`src/inc/bmad_pkg.sv`:
```
package bmad_pkg;

   // ------------------------------------------------------------
   // Address map
   // ------------------------------------------------------------
   localparam int ADDR_W = 32;
   localparam int BANK_W = 4;
   localparam int NUM_CS = 8;
   localparam int NUM_MASTERS = 3;
   localparam int EXT_ADDR_W = 26;
   localparam logic [3:0] BANK_INTERNAL = 4'h0;
   localparam logic [3:0] BANK_EXT_FIRST = 4'h1;
   localparam logic [3:0] BANK_EXT_LAST = 4'h8;
   localparam logic [3:0] BANK_PERIPH = 4'hF;
   // Boot region covers the lowest 1M bytes of bank zero
   localparam logic [31:0] BOOT_REGION_LAST = 32'h000F_FFFF;
   localparam logic [31:0] INT_AREA_LAST = 32'h000F_FFFF;
   // Second-level split of the internal area
   localparam logic [31:0] SRAM0_BASE = 32'h0020_0000;
   localparam logic [31:0] SRAM0_SIZE = 32'h0001_8000;
   localparam logic [31:0] SRAM1_BASE = 32'h0030_0000;
   localparam logic [31:0] SRAM1_SIZE = 32'h0001_0000;
   localparam logic [31:0] ROM_BASE = 32'h0040_0000;
   localparam logic [31:0] ROM_SIZE = 32'h0004_0000;

   // ------------------------------------------------------------
   // Reset values
   // ------------------------------------------------------------
   localparam logic RST_BOOT_SEL = 1'b0;
   localparam logic RST_REMAP = 1'b0;
   localparam logic [7:0] RST_CS_ASSIGN = 8'h00;
   localparam logic [1:0] SMC_BUS_16 = 2'h1;

   // ------------------------------------------------------------
   // AHB encodings
   // ------------------------------------------------------------
   localparam logic [1:0] HTRANS_IDLE = 2'h0;
   localparam logic [1:0] HTRANS_BUSY = 2'h1;
   localparam logic HRESP_OKAY = 1'b0;
   localparam logic HRESP_ERROR = 1'b1;

   typedef enum logic [3:0] {
      BMAD_TGT_NONE,
      BMAD_TGT_SRAM0,
      BMAD_TGT_SRAM1,
      BMAD_TGT_ROM,
      BMAD_TGT_EXT,
      BMAD_TGT_PERIPH,
      BMAD_TGT_ABORT
   } bmad_target_t;

   // One master's address-phase request
   typedef struct packed {
      logic [31:0] haddr;
      logic [1:0] htrans;
      logic hwrite;
      logic hready;
   } bmad_req_t;

   // Decoder result for one master
   typedef struct packed {
      bmad_target_t target;
      logic [2:0] cs_index;
      logic [25:0] ext_addr;
   } bmad_sel_t;

   // Static memory controller defaults for chip select zero
   typedef struct packed {
      logic byte_select;
      logic [1:0] bus_width;
      logic rw_by_cs;
   } bmad_smc_cfg_t;

endpackage

```
`src/core/bmad_decode.sv`:
```
`timescale 1ns/1ns
module bmad_decode (
   input wire logic [31:0] haddr_i,
   input wire logic is_cpu_i,
   input wire logic boot_internal_i,
   input wire logic remap_i,
   output bmad_pkg::bmad_sel_t sel_o
);

   // ------------------------------------------------------------
   // Decode
   // ------------------------------------------------------------
   function automatic logic in_win(input logic [31:0] a, input logic [31:0] b,
                                   input logic [31:0] s);
      in_win = (a >= b) && (a < (b + s));
   endfunction

   wire logic [3:0] bank = haddr_i[31:28];
   wire logic in_boot = (haddr_i <= bmad_pkg::BOOT_REGION_LAST);
   wire logic is_ext = (bank >= bmad_pkg::BANK_EXT_FIRST) &&
                       (bank <= bmad_pkg::BANK_EXT_LAST);
   wire logic [3:0] cs_full = bank - bmad_pkg::BANK_EXT_FIRST;
   bmad_pkg::bmad_target_t boot_tgt;
   bmad_pkg::bmad_target_t int_tgt;
   bmad_pkg::bmad_target_t tgt;

   // Boot region target: remap, internal or external boot
   always_comb begin
      if (remap_i) begin
         boot_tgt = bmad_pkg::BMAD_TGT_SRAM0;
      end else if (!is_cpu_i) begin
         boot_tgt = bmad_pkg::BMAD_TGT_ROM;
      end else if (boot_internal_i) begin
         boot_tgt = bmad_pkg::BMAD_TGT_ROM;
      end else begin
         boot_tgt = bmad_pkg::BMAD_TGT_EXT;
      end
   end

   // Second-level split of bank zero
   always_comb begin
      if (in_boot) begin
         int_tgt = boot_tgt;
      end else if (in_win(haddr_i, bmad_pkg::SRAM0_BASE, bmad_pkg::SRAM0_SIZE)) begin
         int_tgt = bmad_pkg::BMAD_TGT_SRAM0;
      end else if (in_win(haddr_i, bmad_pkg::SRAM1_BASE, bmad_pkg::SRAM1_SIZE)) begin
         int_tgt = bmad_pkg::BMAD_TGT_SRAM1;
      end else if (in_win(haddr_i, bmad_pkg::ROM_BASE, bmad_pkg::ROM_SIZE)) begin
         int_tgt = bmad_pkg::BMAD_TGT_ROM;
      end else begin
         int_tgt = bmad_pkg::BMAD_TGT_ABORT;
      end
   end

   // First-level bank select
   always_comb begin
      if (bank == bmad_pkg::BANK_INTERNAL) begin
         tgt = int_tgt;
      end else if (is_ext) begin
         tgt = bmad_pkg::BMAD_TGT_EXT;
      end else if (bank == bmad_pkg::BANK_PERIPH) begin
         tgt = bmad_pkg::BMAD_TGT_PERIPH;
      end else begin
         tgt = bmad_pkg::BMAD_TGT_ABORT;
      end
   end

   assign sel_o.target = tgt;
   // External boot uses chip select zero
   assign sel_o.cs_index = is_ext ? cs_full[2:0] : 3'h0;
   assign sel_o.ext_addr = haddr_i[25:0];

endmodule // bmad_decode

```
`src/core/bmad_matrix_decoder.sv`:
```
`timescale 1ns/1ns
// Behaviour
// - Address space split into sixteen 256M banks by upper four bits.
// - Banks one to eight drive external chip selects zero to seven.
// - Bank zero holds internal memories with a 1M internal area.
// - Bank fifteen goes to the peripheral bridge.
// - Unused banks nine to fourteen abort.
// - Each master has its own path and decoder, identical except that only master zero can boot external.
// - Processor address zero maps to internal or external boot slave.
// - Boot region spans zero to 0x000FFFFF.
// - Boot select low maps the processor's boot region to chip select zero; masters one and two get internal ROM.
// - Boot select high maps boot region to internal ROM.
// - Chip select zero defaults to byte select, 16-bit, chip-select qualified.
// - Both SRAM blocks are separate single-cycle slaves.
// - Alternative controller per select fixed: SDRAM on one, NAND on three, card on four and five.
// - Controller choice per chip select set by software configuration.
// - External address is 26 bits, 64M per chip select.
// - Boot select pin sampled at reset and held.
// - Remap command puts internal SRAM in the boot region.
module bmad_matrix_decoder (
   input wire logic clock_i,
   input wire logic rstn_i,
   input wire logic boot_select_pin_i,
   input wire logic remap_cmd_i,
   input wire logic [7:0] cs_assign_i,
   input bmad_pkg::bmad_req_t [2:0] req_i,
   output logic [2:0] sel_sram0_o,
   output logic [2:0] sel_sram1_o,
   output logic [2:0] sel_rom_o,
   output logic [2:0] sel_ext_o,
   output logic [2:0] sel_periph_o,
   output logic [8:0] cs_index_o,
   output logic [77:0] ext_addr_o,
   output logic [7:0] ext_chip_select_n_o,
   output logic sdram_chip_select_n_o,
   output logic [7:0] nand_enable_o,
   output logic [7:0] card_enable_o,
   output logic [2:0] hresp_o,
   output logic [2:0] hready_o,
   output bmad_pkg::bmad_smc_cfg_t smc_cs0_cfg_o,
   output logic boot_internal_o,
   output logic remap_o
);

   // ------------------------------------------------------------
   // Boot select capture
   // ------------------------------------------------------------
   logic boot_sync1;
   logic boot_sync2;
   logic [1:0] boot_settle;
   logic boot_latched;
   logic boot_sel;
   logic remap;
   // Error response phases of one master
   typedef enum logic [1:0] {
      ERR_IDLE,
      ERR_FIRST,
      ERR_SECOND
   } bmad_err_t;
   bmad_err_t err_phase [3];
   bmad_pkg::bmad_sel_t dsel [3];

   // Pin synchroniser
   always_ff @(posedge clock_i or negedge rstn_i) begin
      if (!rstn_i) begin
         boot_sync1 <= bmad_pkg::RST_BOOT_SEL;
         boot_sync2 <= bmad_pkg::RST_BOOT_SEL;
      end else begin
         boot_sync1 <= boot_select_pin_i;
         boot_sync2 <= boot_sync1;
      end
   end

   // Wait until the second stage holds a real pin sample, capture it once, then hold
   always_ff @(posedge clock_i or negedge rstn_i) begin
      if (!rstn_i) begin
         boot_settle <= 2'h0;
         boot_latched <= 1'b0;
         boot_sel <= bmad_pkg::RST_BOOT_SEL;
      end else if (!boot_latched) begin
         boot_settle <= {boot_settle[0], 1'b1};
         boot_latched <= boot_settle[1];
         boot_sel <= boot_sync2;
      end
   end

   // Remap command is sticky until reset
   always_ff @(posedge clock_i or negedge rstn_i) begin
      if (!rstn_i) begin
         remap <= bmad_pkg::RST_REMAP;
      end else if (remap_cmd_i) begin
         remap <= 1'b1;
      end
   end

   assign boot_internal_o = boot_sel;
   assign remap_o = remap;
   // Static controller reset defaults for chip select zero
   assign smc_cs0_cfg_o.byte_select = 1'b1;
   assign smc_cs0_cfg_o.bus_width = bmad_pkg::SMC_BUS_16;
   assign smc_cs0_cfg_o.rw_by_cs = 1'b1;

   // ------------------------------------------------------------
   // Per-master decoders
   // ------------------------------------------------------------
   genvar m;
   generate
      for (m = 0; m < 3; m++) begin : g_master
         wire logic active = req_i[m].htrans[1] && req_i[m].hready;
         wire logic is_abort = active &&
                               (dsel[m].target == bmad_pkg::BMAD_TGT_ABORT);

         // Same map for every master except the boot region, where only master zero, the processor, can boot external
         bmad_decode u_dec (
            .haddr_i(req_i[m].haddr),
            .is_cpu_i(m == 0),
            .boot_internal_i(boot_sel),
            .remap_i(remap),
            .sel_o(dsel[m])
         );

         // No slave selected on abort
         assign sel_sram0_o[m] = active && dsel[m].target == bmad_pkg::BMAD_TGT_SRAM0;
         assign sel_sram1_o[m] = active && dsel[m].target == bmad_pkg::BMAD_TGT_SRAM1;
         assign sel_rom_o[m] = active && dsel[m].target == bmad_pkg::BMAD_TGT_ROM;
         assign sel_ext_o[m] = active && dsel[m].target == bmad_pkg::BMAD_TGT_EXT;
         assign sel_periph_o[m] = active && dsel[m].target == bmad_pkg::BMAD_TGT_PERIPH;
         assign cs_index_o[m*3 +: 3] = dsel[m].cs_index;
         assign ext_addr_o[m*26 +: 26] = dsel[m].ext_addr;

         // Two-cycle ERROR response: first cycle holds ready low, second raises it
         always_ff @(posedge clock_i or negedge rstn_i) begin
            if (!rstn_i) begin
               err_phase[m] <= ERR_IDLE;
            end else begin
               case (err_phase[m])
                  ERR_FIRST: err_phase[m] <= ERR_SECOND;
                  ERR_IDLE, ERR_SECOND: err_phase[m] <= is_abort ? ERR_FIRST : ERR_IDLE;
                  default: err_phase[m] <= ERR_IDLE;
               endcase
            end
         end

         assign hresp_o[m] = (err_phase[m] != ERR_IDLE) ? bmad_pkg::HRESP_ERROR
                                                        : bmad_pkg::HRESP_OKAY;
         assign hready_o[m] = (err_phase[m] != ERR_FIRST);
      end
   endgenerate

   // ------------------------------------------------------------
   // External chip selects (master zero has priority)
   // ------------------------------------------------------------
   wire logic [1:0] ext_win = sel_ext_o[0] ? 2'h0 : (sel_ext_o[1] ? 2'h1 : 2'h2);
   wire logic ext_any = |sel_ext_o;
   wire logic [2:0] ext_cs = cs_index_o[ext_win*3 +: 3];
   wire logic [7:0] cs_onehot = ext_any ? (8'h01 << ext_cs) : 8'h00;
   // Chip select one may be claimed by SDRAM via configuration
   wire logic cs1_sdram = cs_assign_i[1];

   assign ext_chip_select_n_o = ~(cs_onehot & ~{6'h00, cs1_sdram, 1'b0});
   assign sdram_chip_select_n_o = ~(cs_onehot[1] & cs1_sdram);
   assign nand_enable_o = cs_onehot & {4'h0, cs_assign_i[3], 3'h0};
   assign card_enable_o = cs_onehot & {2'h0, cs_assign_i[5:4], 4'h0};

endmodule // bmad_matrix_decoder

```
`config.mk`:
```
export PLATFORM = sky130hd
export DESIGN_NAME = bmad_matrix_decoder
export DESIGN_NICKNAME = d
export VERILOG_FILES = /design/src/inc/bmad_pkg.sv /design/src/core/bmad_decode.sv /design/src/core/bmad_matrix_decoder.sv
export SDC_FILE = /design/constraint.sdc
export NUM_CORES = 1
export LEC_CHECK = 0
export BUFFER_PORTS_ARGS = -buffer_cell sky130_fd_sc_hd__buf_2
export CAP_MARGIN = 10
export CORE_AREA = 2 2 100 102
export CTS_BUF_LIST = sky130_fd_sc_hd__clkbuf_4 sky130_fd_sc_hd__clkbuf_8 sky130_fd_sc_hd__clkbuf_16
export CTS_CLUSTER_SIZE = 28
export DETAILED_ROUTE_END_ITERATION = 12
export DIE_AREA = 0 0 102 104
export GPL_TIMING_DRIVEN = 0
export MAX_ROUTING_LAYER = met4
export PLACE_DENSITY = 0.67
export SLEW_MARGIN = 20
export SYNTH_ARGS = -nofsm -noshare
export SYNTH_HDL_FRONTEND = slang
export SYNTH_SLANG_ARGS = --single-unit
```
`constraint.sdc`:
```
create_clock -name clock_i -period 5.25 [get_ports clock_i]
set_input_delay 1.05 -clock clock_i [delete_from_list [all_inputs] [get_ports clock_i]]
set_output_delay 1.05 -clock clock_i [all_outputs]
set_load 0.03 [all_outputs]
```
* Word level (Yosys, flattened, before mapping) *
Index checks and enable logic that the tools add are counted.

storage, ports and cells
  bits of input ports = 120
  register bits after elaboration = 13
  logic and storage cells = 165
  output and inout bits = 139

cells by class
  $mul = 1
  multiplexer cells = 40
  $add $sub $neg = 3
  reduce and logical (&&, ||, !) cells = 46
  bitwise logic cells = 7
  shifts and indexed selects = 2
  eq/ne operators = 30
  magnitude comparators = 27

operator list
  kind                                                                     number
  32-bit by 22-bit >= comparator with 1-bit output, second input constant  6
  32-bit by 22-bit < comparator with 1-bit output, second input constant   6
  32-bit by 23-bit >= comparator with 1-bit output, second input constant  3
  32-bit by 20-bit <= comparator with 1-bit output, second input constant  3
  32-bit by 23-bit < comparator with 1-bit output, second input constant   3
  4-bit 2-to-1 mux                                                         16
  4-bit by 3-bit equality test with 1-bit output, second input constant    9
  1-bit logical AND                                                        33
  4-bit by 2-bit equality test with 1-bit output, second input constant    6
  3-bit 2-to-1 mux                                                         7
  4-bit by 1-bit equality test with 1-bit output, second input constant    3
  4-bit equality test, second input constant                               3
  4-bit by 1-bit >= comparator with 1-bit output, second input constant    3
  4-bit <= comparator, second input constant                               3
  4-bit logical NOT                                                        3
  2-bit 2-to-1 mux                                                         6
  2-bit case mux with 2 select lines                                       3
  9-bit by 5-bit variable part select with 3-bit output                    1
  3-bit by 1-bit subtractor with 3-bit output, second input constant       3
  8-bit by 4-bit AND with 8-bit output                                     1
  8-bit by 6-bit AND with 8-bit output                                     1
  8-bit AND                                                                1
  8-bit 2-to-1 mux                                                         1
  2-bit NOT with 8-bit output                                              1
  13 further kinds                                                         31

* Depth between registers and ports, before layout *
Gate-level depths: netlist (run 1).

  depth in word-level cells = 17
  mapped depth = 12
  mapped depth without buffers = 11

* Hierarchy *
From an unflattened synthesis (run 1), not the netlist that was laid out.

unflattened totals
  cells, all modules = 418
  area total of the unflattened synthesis = 3,131.8 µm²

modules (own cells, without submodules)
  module               instances  sequential area each (µm²)  cells each  area each (µm²)
  bmad_decode          3          0.0                         101         705.7
  bmad_matrix_decoder  1          325.3                       115         1,014.7

* Least setup slack after synthesis (run 1) *
No wires, ideal clock.

  kind = input-to-output
  from = input req_i[68] (netlist bit)
  to = output sel_sram1_o[1]
  buffers on the path = 1
  data arrival time = 3.987 ns
  stages = 8
  data required time = 4.200 ns
  slack = 0.213 ns
  cells stage by stage = inv_1 -> ha_1 -> or3b_4 -> buf_6 -> o2111ai_1 -> nor3b_1 -> nand2_1 -> a2111oi_0

between the ends
  longest elaborated chain between the ends = 9
  elaborated cells on any way between the ends = 24
  those cells by class = 9 x order compare; 2 x eq/ne; 7 x mux; 6 x reduce/logical

ends and longest elaborated chain
  what                                                                                                                        RTL line                    source
  start, declared                                                                                                             bmad_matrix_decoder.sv:26   input bmad_pkg::bmad_req_t [2:0] req_i,
  32-bit by 23-bit >= comparator with 1-bit output / 32-bit by 23-bit < comparator with 1-bit output (equally long branches)  bmad_decode.sv:15           in_win = (a >= b) && (a < (b + s));
  1-bit logical AND                                                                                                           bmad_decode.sv:15
  3-bit 2-to-1 mux                                                                                                            bmad_decode.sv:48           end else if (in_win(haddr_i, bmad_pkg::ROM_BASE, bmad_pkg::ROM_SIZE)) begin
  4-bit 2-to-1 mux                                                                                                            bmad_decode.sv:46           end else if (in_win(haddr_i, bmad_pkg::SRAM1_BASE, bmad_pkg::SRAM1_SIZE)) begin
  4-bit 2-to-1 mux                                                                                                            bmad_decode.sv:44           end else if (in_win(haddr_i, bmad_pkg::SRAM0_BASE, bmad_pkg::SRAM0_SIZE)) begin
  4-bit 2-to-1 mux                                                                                                            bmad_decode.sv:42           if (in_boot) begin
  4-bit 2-to-1 mux *                                                                                                          bmad_decode.sv:57           if (bank == bmad_pkg::BANK_INTERNAL) begin
  4-bit by 2-bit equality test with 1-bit output *                                                                            bmad_matrix_decoder.sv:124  assign sel_sram1_o[m] = active && dsel[m].target == bmad_pkg::BMAD_TGT_SRAM1;
  1-bit logical AND *                                                                                                         bmad_matrix_decoder.sv:124
  end, declared                                                                                                               bmad_matrix_decoder.sv:28   output logic [2:0] sel_sram1_o,

Every way passes the cells marked *; elsewhere a longest branch is shown, timed or not.

* Worst setup path in the final report (run 1) *
  from = input req_i[32] (netlist bit)
  to = output sdram_chip_select_n_o

between the ends
  longest elaborated chain between the ends = 16
  elaborated cells on any way between the ends = 34
  those cells by class = 1 x add/sub; 1 x mul; 9 x order compare; 2 x eq/ne; 2 x shift; 10 x mux; 2 x bitwise; 7 x reduce/logical

ends and longest elaborated chain
  what                                                                                                                        RTL line                    source
  32-bit by 23-bit >= comparator with 1-bit output / 32-bit by 23-bit < comparator with 1-bit output (equally long branches)  bmad_decode.sv:15
  1-bit logical AND                                                                                                           bmad_decode.sv:15
  3-bit 2-to-1 mux                                                                                                            bmad_decode.sv:48
  4-bit 2-to-1 mux                                                                                                            bmad_decode.sv:46
  4-bit 2-to-1 mux                                                                                                            bmad_decode.sv:44
  4-bit 2-to-1 mux                                                                                                            bmad_decode.sv:42
  4-bit 2-to-1 mux                                                                                                            bmad_decode.sv:57
  4-bit by 3-bit equality test with 1-bit output                                                                              bmad_matrix_decoder.sv:126  assign sel_ext_o[m] = active && dsel[m].target == bmad_pkg::BMAD_TGT_EXT;
  1-bit logical AND                                                                                                           bmad_matrix_decoder.sv:126
  2-bit 2-to-1 mux                                                                                                            bmad_matrix_decoder.sv:153  wire logic [1:0] ext_win = sel_ext_o[0] ? 2'h0 : (sel_ext_o[1] ? 2'h1 : 2'h2);
  2-bit by 2-bit multiplier with 4-bit output                                                                                 bmad_matrix_decoder.sv:155  wire logic [2:0] ext_cs = cs_index_o[ext_win*3 +: 3];
  9-bit by 5-bit variable part select with 3-bit output                                                                       bmad_matrix_decoder.sv:155
  1-bit by 3-bit left shift with 8-bit output                                                                                 bmad_matrix_decoder.sv:156  wire logic [7:0] cs_onehot = ext_any ? (8'h01 << ext_cs) : 8'h00;
  8-bit 2-to-1 mux *                                                                                                          bmad_matrix_decoder.sv:156
  1-bit AND *                                                                                                                 bmad_matrix_decoder.sv:161  assign sdram_chip_select_n_o = ~(cs_onehot[1] & cs1_sdram);
  1-bit NOT *                                                                                                                 bmad_matrix_decoder.sv:161
  end, declared                                                                                                               bmad_matrix_decoder.sv:35   output logic sdram_chip_select_n_o,

Marked as above.

==> metrics, run 1 <==
outcome finished, final reports clean; Port-buffer cells 211; crit-path cells buf_2 > inv_1 > ha_4 > or3b_1 > nor4_4 > a21oi_2 > o41ai_4 > o211a_1 > nand4_4 > and3_1 > buf_6 > a31oi_1 > clkbuf_4; All-Layer GR Usage 16.11%; Reg2Reg Depth 4; Post-Syn Area 0.002818 mm²; H-Tree Level Count 1; portion of netlist area occupied by mux cells 3.064%; synth top area cells buf_4 (25%), dfrtp_1 (12%), ha_1 (4.9%); clk sinks 13; Seq/Total Area, Yosys 11.55%; largest net degree at the start of global routing 14; Die ar. 0.01061 mm²; MaxCap Viol Count 0; DRC viols 0; TritonCTS buffer count 3; Setup CP Type in -> out; slew margin rel. 46.21%; crit path max-delay cell type or3b_1; Synth Area in XOR/XNOR 0%; minimum clock period 5080 ps; EDFF count, synth 0; layout cells sized above 1 57.19%; fin crit share 96.76%; Hold Path Cell Cnt 0; most common cell in the netlist buf_4; vias per inst 4.591; first-pass GRT wire length 14.23 mm; Synth area leader buf_4; Post-synth top flop dfrtp_1; fin nets 744; Synth Area in Compound Gates 16.52%; core area 0.009549 mm²; Post-DP Area 0.004096 mm²; drt wl/cell 12.27 µm; die height 104 µm; CTS tree yes; Area Growth Syn to Fin 48.93%; Vias 3420; final WL 9.138 mm; starting density of the core 29.51%; Worst-Skew Late Latency 230 ps; initial antenna violation count 0; Synth async-reset ratio 100.0%; CP Capture Type primary output; # diodes 0; global route overflow 0; DRT iter0 DRCs 79; Pins Over Slew Limit 0; Die W 102 µm; Placer Congestion 0.7843; smallest hold slack 381.2 ps; clk_skew 2.303 ps; clock-pin slew on the worst setup and hold paths 50 ps; P_leak 0.002206 µW; final hold violation count 0; combinational family with the most area after synthesis simple AND/OR/NAND/NOR gates; Design Area, Final 0.004197 mm²; Synth top cells by count buf_4 (95), nand2_1 (32), nor2_1 (27), inv_1 (16), nor3_1 (16); Synth warnings 0; Power Dens Cells 131.4 mW/mm²; crit-path max FO 8; Max Freq 196.9 MHz; hold buffer count at cts 0; fraction of the mapped netlist area in simple logic gates 34.28%; Final Power 551.4 µW; post-synthesis adder-cell area fraction 4.885%; HPWL Detailed 8.071 mm; vias in the first global route 3145; root buffer cell clkbuf_8; Yosys top cell area share 25.31%; CTS max path bufs 2; WP data arrival 4030 ps; drt pass-1 iters 4; Crit path required time 4200 ps; Worst-Margin Slew 800.1 ps; Final setup violation count 0; Setup crit start kind input port; Core Rows 36; syn_area_per_cell 7.396 µm²; Cell variety after synth 65; cells after synthesis 381; I/O pins 259; maximum vdd drop 0.00009363 V; Hold Crit Class reg -> reg; CP max stage delay 430 ps; antenna-violating nets left 0; Yosys reg bits 13
==> sequential cells by signal, summed over array words and instances, names as in the netlist <==
| register | cells |
|---|---|
| boot_internal_o | 1 |
| boot_sync1 | 1 |
| boot_sync2 | 1 |
| boot_settle | 2 |
| remap_o | 1 |
| boot_latched | 1 |
| err_phase | 6 |
==> metrics by stage <==
step	TNS (ps)	utilization, %	cells	setup slack [ps]
finish	0	43.95	745	170.2
global route	-38.61	43.95	745	-16.63
CTS	0	43.41	744	29.73
detailed placement	-67.41	42.90	740	-24.71
global placement	0	42.90	740	32.55
floorplan	0	-	396	213.2
==> layer usage <==
| layer | track usage (%) | vias to the layer above | routed length (µm) |
|---|---|---|---|
| met4 | 1.810 | 0 | 57 |
| met1 | 20.02 | 1555 | 3811 |
| li1 | - | 1723 | - |
| met5 | - | - | 0 |
| met3 | 1.546 | 6 | 539 |
| met2 | 28.85 | 136 | 4730 |
==> worst paths after layout <==
kind | from | end | slack, ps
max | req_i[32] | sdram_chip_select_n_o | 170
min reg2reg | boot_sync1 | boot_sync2 | 380
max reg2reg | remap_o | err_phase[4] | 3610
min in group asynchronous | rstn_i | boot_sync1 | 690
max in group asynchronous | rstn_i | boot_latched | 4340
min | boot_sync1 | boot_sync2 | 380
==> what timing repair did <==
item	CTS	global route
endpoints found under the setup margin	11	12
buffers inserted	0	1
gates resized for setup	0	9
pin swaps	1	1
==> critical path: cells and delay by family <==
kind	cells	cell delay [ps]
AO/OA/AOI/OAI	4	980
adder cells (fa/ha/maj)	1	200
buffers and inverters	4	640
AND/OR/NAND/NOR	4	1150
==> report_power, final <==
part	total [µW]	internal, µW	switching (µW)
logic	356	138	218
registers	106	104	2.34
clock network	89.8	58.5	31.4
total	551	300	251
==> final cells by class <==
| class | count | area (µm²) |
|---|---|---|
| multi-input cells | 264 | 1755 |
| well taps | 133 | 166.4 |
| fillers | 1006 | 5353 |
| flip-flops and latches | 13 | 325.3 |
| clock buffers | 4 | 48.80 |
| plain buffers | 102 | 765.7 |
| repair buffers | 212 | 1069 |
| inverters | 17 | 66.31 |
==> layout by cell type, fill, tap and decap left out, types with 3 or more instances in the layout <==
cell type / n
a21oi_1: 4
nand4_1: 13
nand2_1: 32
mux2_2: 5
inv_1: 16
nor2_1: 27
buf_6: 3
nand3_1: 5
nand2b_1: 11
o21a_1: 3
a31oi_1: 5
nor4_1: 14
o22ai_1: 3
or4_1: 6
nor4b_1: 3
clkbuf_8: 3
and3_1: 5
a32oi_1: 3
or2_2: 7
or3_1: 3
ha_1: 9
dfrtp_1: 13
mux2i_1: 3
nor2b_1: 7
buf_2: 212
nor3_1: 16
nor3b_1: 6
o21ai_0: 6
conb_1: 17
o2111ai_1: 3
buf_4: 97
o21ai_1: 3
o211a_1: 3
==> logic make-up after synthesis <==
kind of cell             after synthesis
AND/OR/NAND/NOR                      170
buffers and inverters                119
AO/OA/AOI/OAI                         58
flip-flops                            13
adder cells (fa/ha/maj)               11
multiplexers                           8
other                                  2
No activity file was read; power rests on OpenSTA's default activity.
==> run 2, diff against run 1 <==
- ABC_AREA: default -> 1
- PLACE_DENSITY: 0.67 -> 0.66
==> run 2 against run 1 <==
Clock skew down 1.4 ps; largest power group unchanged; critical path depth up 4; area after synthesis down 1.8%; global-route usage down 0.70 points; first-iteration DRC count up 14%.
==> metrics, run 2 <==
HPWL Detailed 7.904 mm (-2.1%); global route overflow 0 (unchanged); DRT iter0 DRCs 90 (+14%); Worst-Skew Late Latency 230 ps (about the same); EDFF count, synth 0 (unchanged); clk_skew 0.8959 ps (-1.407 ps); Post-Syn Area 0.002766 mm² (-1.8%); TritonCTS buffer count 3 (unchanged); CP max stage delay 240 ps (-190 ps); vias in the first global route 3169 (+0.76%); Crit path required time 4200 ps (about the same); fin crit share 84.48% (-12 points); maximum vdd drop 0.00006294 V (-33%); crit-path cells buf_2 > inv_1 > ha_1 > nand2_4 > inv_1 > a21oi_1 > nand2_1 > nand3_1 > nor2_2 > nor2_2 > nand3_1 > nand3_1 > nand3_2 > nor2_1 > nand2_2 > nor2_2 > buf_2; Yosys reg bits 13 (unchanged); Pins Over Slew Limit 0 (unchanged); H-Tree Level Count 1 (unchanged); final hold violation count 0 (unchanged); crit path max-delay cell type ha_1; design internal power 291.7 µW (-2.8%); clock share of power 16.7% (+0.4 points); outcome finished, final reports clean; P_leak 0.002462 µW (+12%); crit-path max FO 5 (-3); vias per inst 4.183 (-8.9%); CP Capture Type primary output; fin nets 831 (+12%); drt wl/cell 10.45 µm (-15%); Seq/Total Area, Yosys 11.76% (+0.21 points); cells after synthesis 464 (+22%); clk sinks 13 (unchanged); I/O pins 259 (unchanged); Final setup violation count 0 (unchanged); DRC viols 0 (unchanged); minimum clock period 4435 ps (-644.5 ps); hold buffer count at cts 0 (unchanged); synth top area cells buf_4 (26%), nand2_1 (13%), nor2_1 (12%); Synth async-reset ratio 100.0% (unchanged); root buffer cell clkbuf_8; Die W 102 µm (unchanged); antenna-violating nets left 0 (unchanged); Power Dens Cells 132.6 mW/mm² (+0.88%); final core utilization 43.13% (-0.81 points); initial antenna violation count 0 (unchanged); Setup crit start kind input port; syn_area_per_cell 5.962 µm² (-19%); max reg flops 6 (unchanged); CTS tree yes; most common cell in the netlist nand2_1; Cell variety after synth 33 (-49%); # diodes 0 (unchanged); biggest regs err_phase: 6 flops, boot_settle: 2 flops; Synth top cells by count nand2_1 (99), buf_4 (95), nor2_1 (88), inv_1 (42), nand3_1 (33); clock-pin slew on the worst setup and hold paths 50 ps (about the same); postcts setup bufs 0 (unchanged); routed length on met2 4.408 mm (-6.8%); Synth warnings 0 (unchanged); Vias 3480 (+1.8%); top layer in use met4; Reg with most FFs err_phase; Comb power frac 64.0% (-0.5 points); Die ar. 0.01061 mm² (unchanged); Design Area, Final 0.004119 mm² (-1.8%); M1 WL 3.520 mm (-7.6%); most common cell after layout, fill and taps aside buf_2; Post-synth top flop dfrtp_1; Sw Pwr 254.3 µW (+1.1%); switch share 46.57% (+0.98 points); Core Rows 36 (unchanged); Sequential Power Share 19.3% (about the same); WP data arrival 3390 ps (-640 ps); Routed met3 length 676 µm (+25%); most frequent cells in the layout buf_2 (216), nand2_1 (99), buf_4 (95); layout cells sized above 1 51.36% (-5.8 points); die height 104 µm (unchanged); CTS max path bufs 2 (unchanged); All-Layer GR Usage 15.41% (-0.70 points); Yosys top cell area share 25.78% (+0.47 points); largest net degree at the start of global routing 14 (unchanged); Hold Crit Class reg -> reg; Post-CTS Resized 0 (unchanged); Setup CP Type in -> out; starting density of the core 28.97% (-0.54 points); setup_tns 0 ps (unchanged); core area 0.009549 mm² (unchanged); Placer Congestion 0.8820 (+12%); final WL 8.696 mm (-4.8%); drt pass-1 iters 4 (unchanged); first-pass GRT wire length 13.54 mm (-4.8%); Synth area leader buf_4; MaxCap Viol Count 0 (unchanged); Area Growth Syn to Fin 48.89% (about the same); Max Freq 225.5 MHz (+15%); Port-buffer cells 216 (+2.4%); RSZ-0062 raised after global routing no; Post-DP Area 0.004070 mm² (-0.64%)
[run 2: final timing paths]
| path | startpoint | endpoint | slack [ps] | depth (start not counted) |
|---|---|---|---|---|
| max | req_i[68] | card_enable_o[4] | 810 | 17 |
| min | boot_sync1 | boot_sync2 | 350 | 0 |
| max reg2reg | remap_o | err_phase[2] | 4060 | 7 |
| min reg2reg | boot_sync1 | boot_sync2 | 350 | 0 |
| max in group asynchronous | rstn_i | err_phase[5] | 4340 | 1 |
| min in group asynchronous | rstn_i | boot_sync1 | 690 | 1 |
[run 2: cell type report]
type	instances	area [µm²]
Clock buffer	4	48.80
Timing Repair Buffer	216	1081
Tap cell	133	166.4
Fill cell	1043	5430
Inverter	50	187.7
Sequential cell	13	325.3
Buffer	95	713.2
Multi-Input combinational cell	321	1597
[run 2: critical path: cells and delay by family]
kind                     cells  cell delay, ps
adder cells (fa/ha/maj)      1             240
buffers and inverters        4             490
AND/OR/NAND/NOR             11            1370
AO/OA/AOI/OAI                1             240
[run 2: kinds of logic (layout without fill, tap and decap cells)]
group | Yosys count | in the layout | share of synthesized area, %
AO/OA/AOI/OAI | 19 | 19 | 4.342
XOR/XNOR | 1 | 1 | 0.3167
adder cells (fa/ha/maj) | 11 | 11 | 4.975
buffers and inverters | 145 | 365 | 32.56
flip-flops | 13 | 13 | 11.76
multiplexers | 1 | 1 | 0.4070
other | 2 | 17 | 0.2715
AND/OR/NAND/NOR | 272 | 272 | 45.37
[run 2: power by group through the flow]
stage | combinational (µW) | clock, µW | sequential (µW)
5_1_grt | 379 | 97.2 | 106
4_1_cts | 351 | 95.5 | 105
6_report | 350 | 91.1 | 105
3_3_place_gp | 347 | 0 | 107
3_5_place_dp | 351 | 0 | 107
2_1_floorplan | 240 | 0 | 107
[run 2: through the flow]
stage	hold slack [ps]	worst slack, ps	std cells	total power [µW]
5_1_grt	352.4	484.8	832	582.0
4_1_cts	349.6	808.5	832	552.3
6_report	351.1	814.7	832	546.0
3_5_place_dp	337.1	820.1	828	457.8
2_1_floorplan	331.2	792.8	479	347.5
3_3_place_gp	333.3	909.1	828	453.7
[run 2: per-layer routing]
| metal | global-route usage, % | up-vias |
|---|---|---|
| met5 | - | - |
| met4 | 2.381 | 0 |
| met3 | 1.142 | 8 |
| met2 | 28.81 | 151 |
| met1 | 18.03 | 1516 |
| li1 | - | 1805 |
==> run 3, diff against run 2 <==
- ABC_AREA: 1 -> 0
- PLACE_DENSITY: 0.66 -> 0.67
- clock period: 5.25 -> 4.54 ns (I/O delays scaled with it)
==> run 3 against run 2 <==
Wire length is 9.0% higher; cell count is 8.9% lower; sequential share of layout area is 0.66 points lower; core utilization is 3.9 points higher; sequential power is 16% higher.
==> metrics, run 3 (synthesis gave the netlist of run 1 again) <==
Reg with most FFs err_phase; fillers 984 (-5.7%); drt pass-1 iters 4 (unchanged); Die W 102 µm (unchanged); Final setup violation count 0 (unchanged); clock share of power 15.6% (-1.1 points); I/O pins 259 (unchanged); Sequential Power Share 18.5% (-0.8 points); WP data arrival 3520 ps (+130 ps); CTS max path bufs 2 (unchanged); outcome finished, final reports clean; crit-path max FO 6 (+1); CP max stage delay 540 ps (+300 ps); Placer Congestion 0.7909 (-10%); slew margin rel. 64.87%; largest net degree at the start of global routing 14 (unchanged); HP Start boot_sync1; most common cell after layout, fill and taps aside buf_2; crit path max-delay cell type or4_4; post-placement cell count 740 (-11%); starting density of the core 29.51% (+0.54 points); Setup crit start kind input port; fin cells 758 (-8.9%); CTS tree yes; vias in the first global route 3083 (-2.7%); Worst-Margin Slew 523.7 ps; clk sinks 13 (unchanged); DRC viols 0 (unchanged); Port-buffer cells 211 (-2.3%); switch share 46.46% (-0.11 points); most frequent cells in the layout buf_2 (206), buf_4 (116), nand2_1 (31); fin nets 757 (-8.9%); antenna-violating nets left 0 (unchanged); minimum clock period 4430 ps; PnR worst setup slack 110.0 ps (-704.7 ps); fin crit share 97.58%; Reg2Reg Depth 6 (-1); Hold Crit Class reg -> reg; H-Tree Level Count 1 (unchanged); clk_skew 0.8062 ps (-0.08971 ps); Area Growth Syn to Fin 59.55%; core area 0.009549 mm² (unchanged); Die ar. 0.01061 mm² (unchanged); root buffer cell clkbuf_8; Setup CP Type in -> out; DRT iter0 DRCs 60 (-33%); crit-path cells buf_2 > inv_4 > ha_1 > nor3b_4 > nand4_1 > o21ba_2 > or3b_4 > nand3_4 > or4_4 > and3_4 > buf_6 > a2bb2oi_1 > buf_4; Vias 3455 (-0.72%); Worst Path Buf+Inv 4 (unchanged); Worst R2R End err_phase[4]; Worst Hold End boot_sync2; Hold Path Cell Cnt 0 (unchanged); vias per inst 4.558 (+9.0%); first-pass GRT wire length 14.43 mm (+6.5%); TritonCTS buffer count 3 (unchanged); Sw Pwr 307.3 µW (+21%); initial antenna violation count 0 (unchanged); final hold violation count 0 (unchanged); Worst-Skew Late Latency 240 ps (about the same); die height 104 µm (unchanged); All-Layer GR Usage 16.56% (+1.2 points); CP Capture Type primary output; Crit path required time 3630 ps (-570 ps); Pins Over Slew Limit 0 (unchanged); hold buffer count at cts 0 (unchanged); # diodes 0 (unchanged); max reg flops 6 (unchanged); Core Rows 36 (unchanged); Place WS -485.1 ps (-1305 ps); P_leak 0.002320 µW (-5.7%); MaxCap Viol Count 0 (unchanged); cell family with most CP delay simple AND/OR/NAND/NOR gates; FF-to-FF Start remap_o; design internal power 354.1 µW (+21%); final WL 9.475 mm (+9.0%); maximum vdd drop 0.0001592 V (+150%); drt wl/cell 12.50 µm (+20%); Power Dens Cells 147.1 mW/mm² (+11%); HPWL Detailed 8.177 mm (+3.5%); Worst Setup SP req_i[68]; setup slack, reg-to-reg 2760 ps (-1300 ps); layout cells sized above 1 62.24% (+11 points); Comb power frac 65.9% (+1.9 points); global route overflow 0 (unchanged); biggest regs err_phase: 6 flops, boot_settle: 2 flops; clock-pin slew on the worst setup and hold paths 60 ps (about the same); Max Freq 225.7 MHz
[run 3: changes by cell type in the layout (fill, tap and decap cells not counted), moves of 7 or more]
cell	delta
buf_2	-10
buf_4	+21
inv_1	-30
nand2_1	-68
nand2b_1	+11
nand3_1	-28
nor2_1	-63
nor2b_1	+7
nor3_1	+7
nor4_1	+12
[run 3: worst reg2reg max path: stages, from the launching register on]
cell and delay, ps:
dfrtp_1 500, o41ai_4 440, buf_4 180, buf_4 90
buf_4 80, a22oi_1 100, nor4_1 280
[run 3: repair_timing]
action | in CTS | in global routing
pin swaps | 7 | 10
resized for setup | 32 | 26
hold endpoints to repair | 0 | 0
endpoints found under the setup margin | 14 | 13
setup buffers | 7 | 9
[run 3: how the worst max path moves through the flow]
stage	to	slack (ps)	cells after the start
floorplan	ext_chip_select_n_o[1]	-120	12
global placement	sdram_chip_select_n_o	-390	13
detailed placement	sdram_chip_select_n_o	-490	13
CTS	card_enable_o[4]	7	13
global route	card_enable_o[4]	-20	13
finish	ext_chip_select_n_o[5]	110	13
[run 3: per-stage QoR]
step	total power, µW	hold slack, ps	util [%]	setup TNS, ps	area [µm²]
after floorplan	404.6	331.2	-	-564.0	2878
after global placement	529.2	342.0	42.94	-4255	4100
after detailed placement	533.3	339.5	42.94	-5262	4100
after CTS	653.0	367.8	45.28	0	4324
after global routing	701.0	371.6	47.08	-52.96	4496
final	661.5	361.5	47.08	0	4496
[run 3: power by group through the flow]
stage / registers, µW / clock network [µW] / logic (µW)
final: 122 / 103 / 436
after global routing: 123 / 111 / 467
after CTS: 122 / 106 / 425
after detailed placement: 124 / 0 / 409
after global placement: 124 / 0 / 405
after floorplan: 125 / 0 / 280
[run 3: area by class of cell]
class                      count  area (µm²)  area share (%)
multi-input combinational    264        1933           43.00
timing repair buffer         226        1196           26.61
buffer                       101       754.5           16.78
sequential                    13       325.3           7.236
tap                          133       166.4           3.702
inverter                      17       73.82           1.642
clock buffer                   3       41.29          0.9185
clock inverter                 1       5.005          0.1113
[run 3: per-layer routing]
metal,vias up,track usage [%],wire length [µm]
met2,120,30.22,4897
li1,1754,-,-
met5,-,-,0
met3,2,0.8065,422
met4,0,0.7619,17
met1,1579,21.07,4137
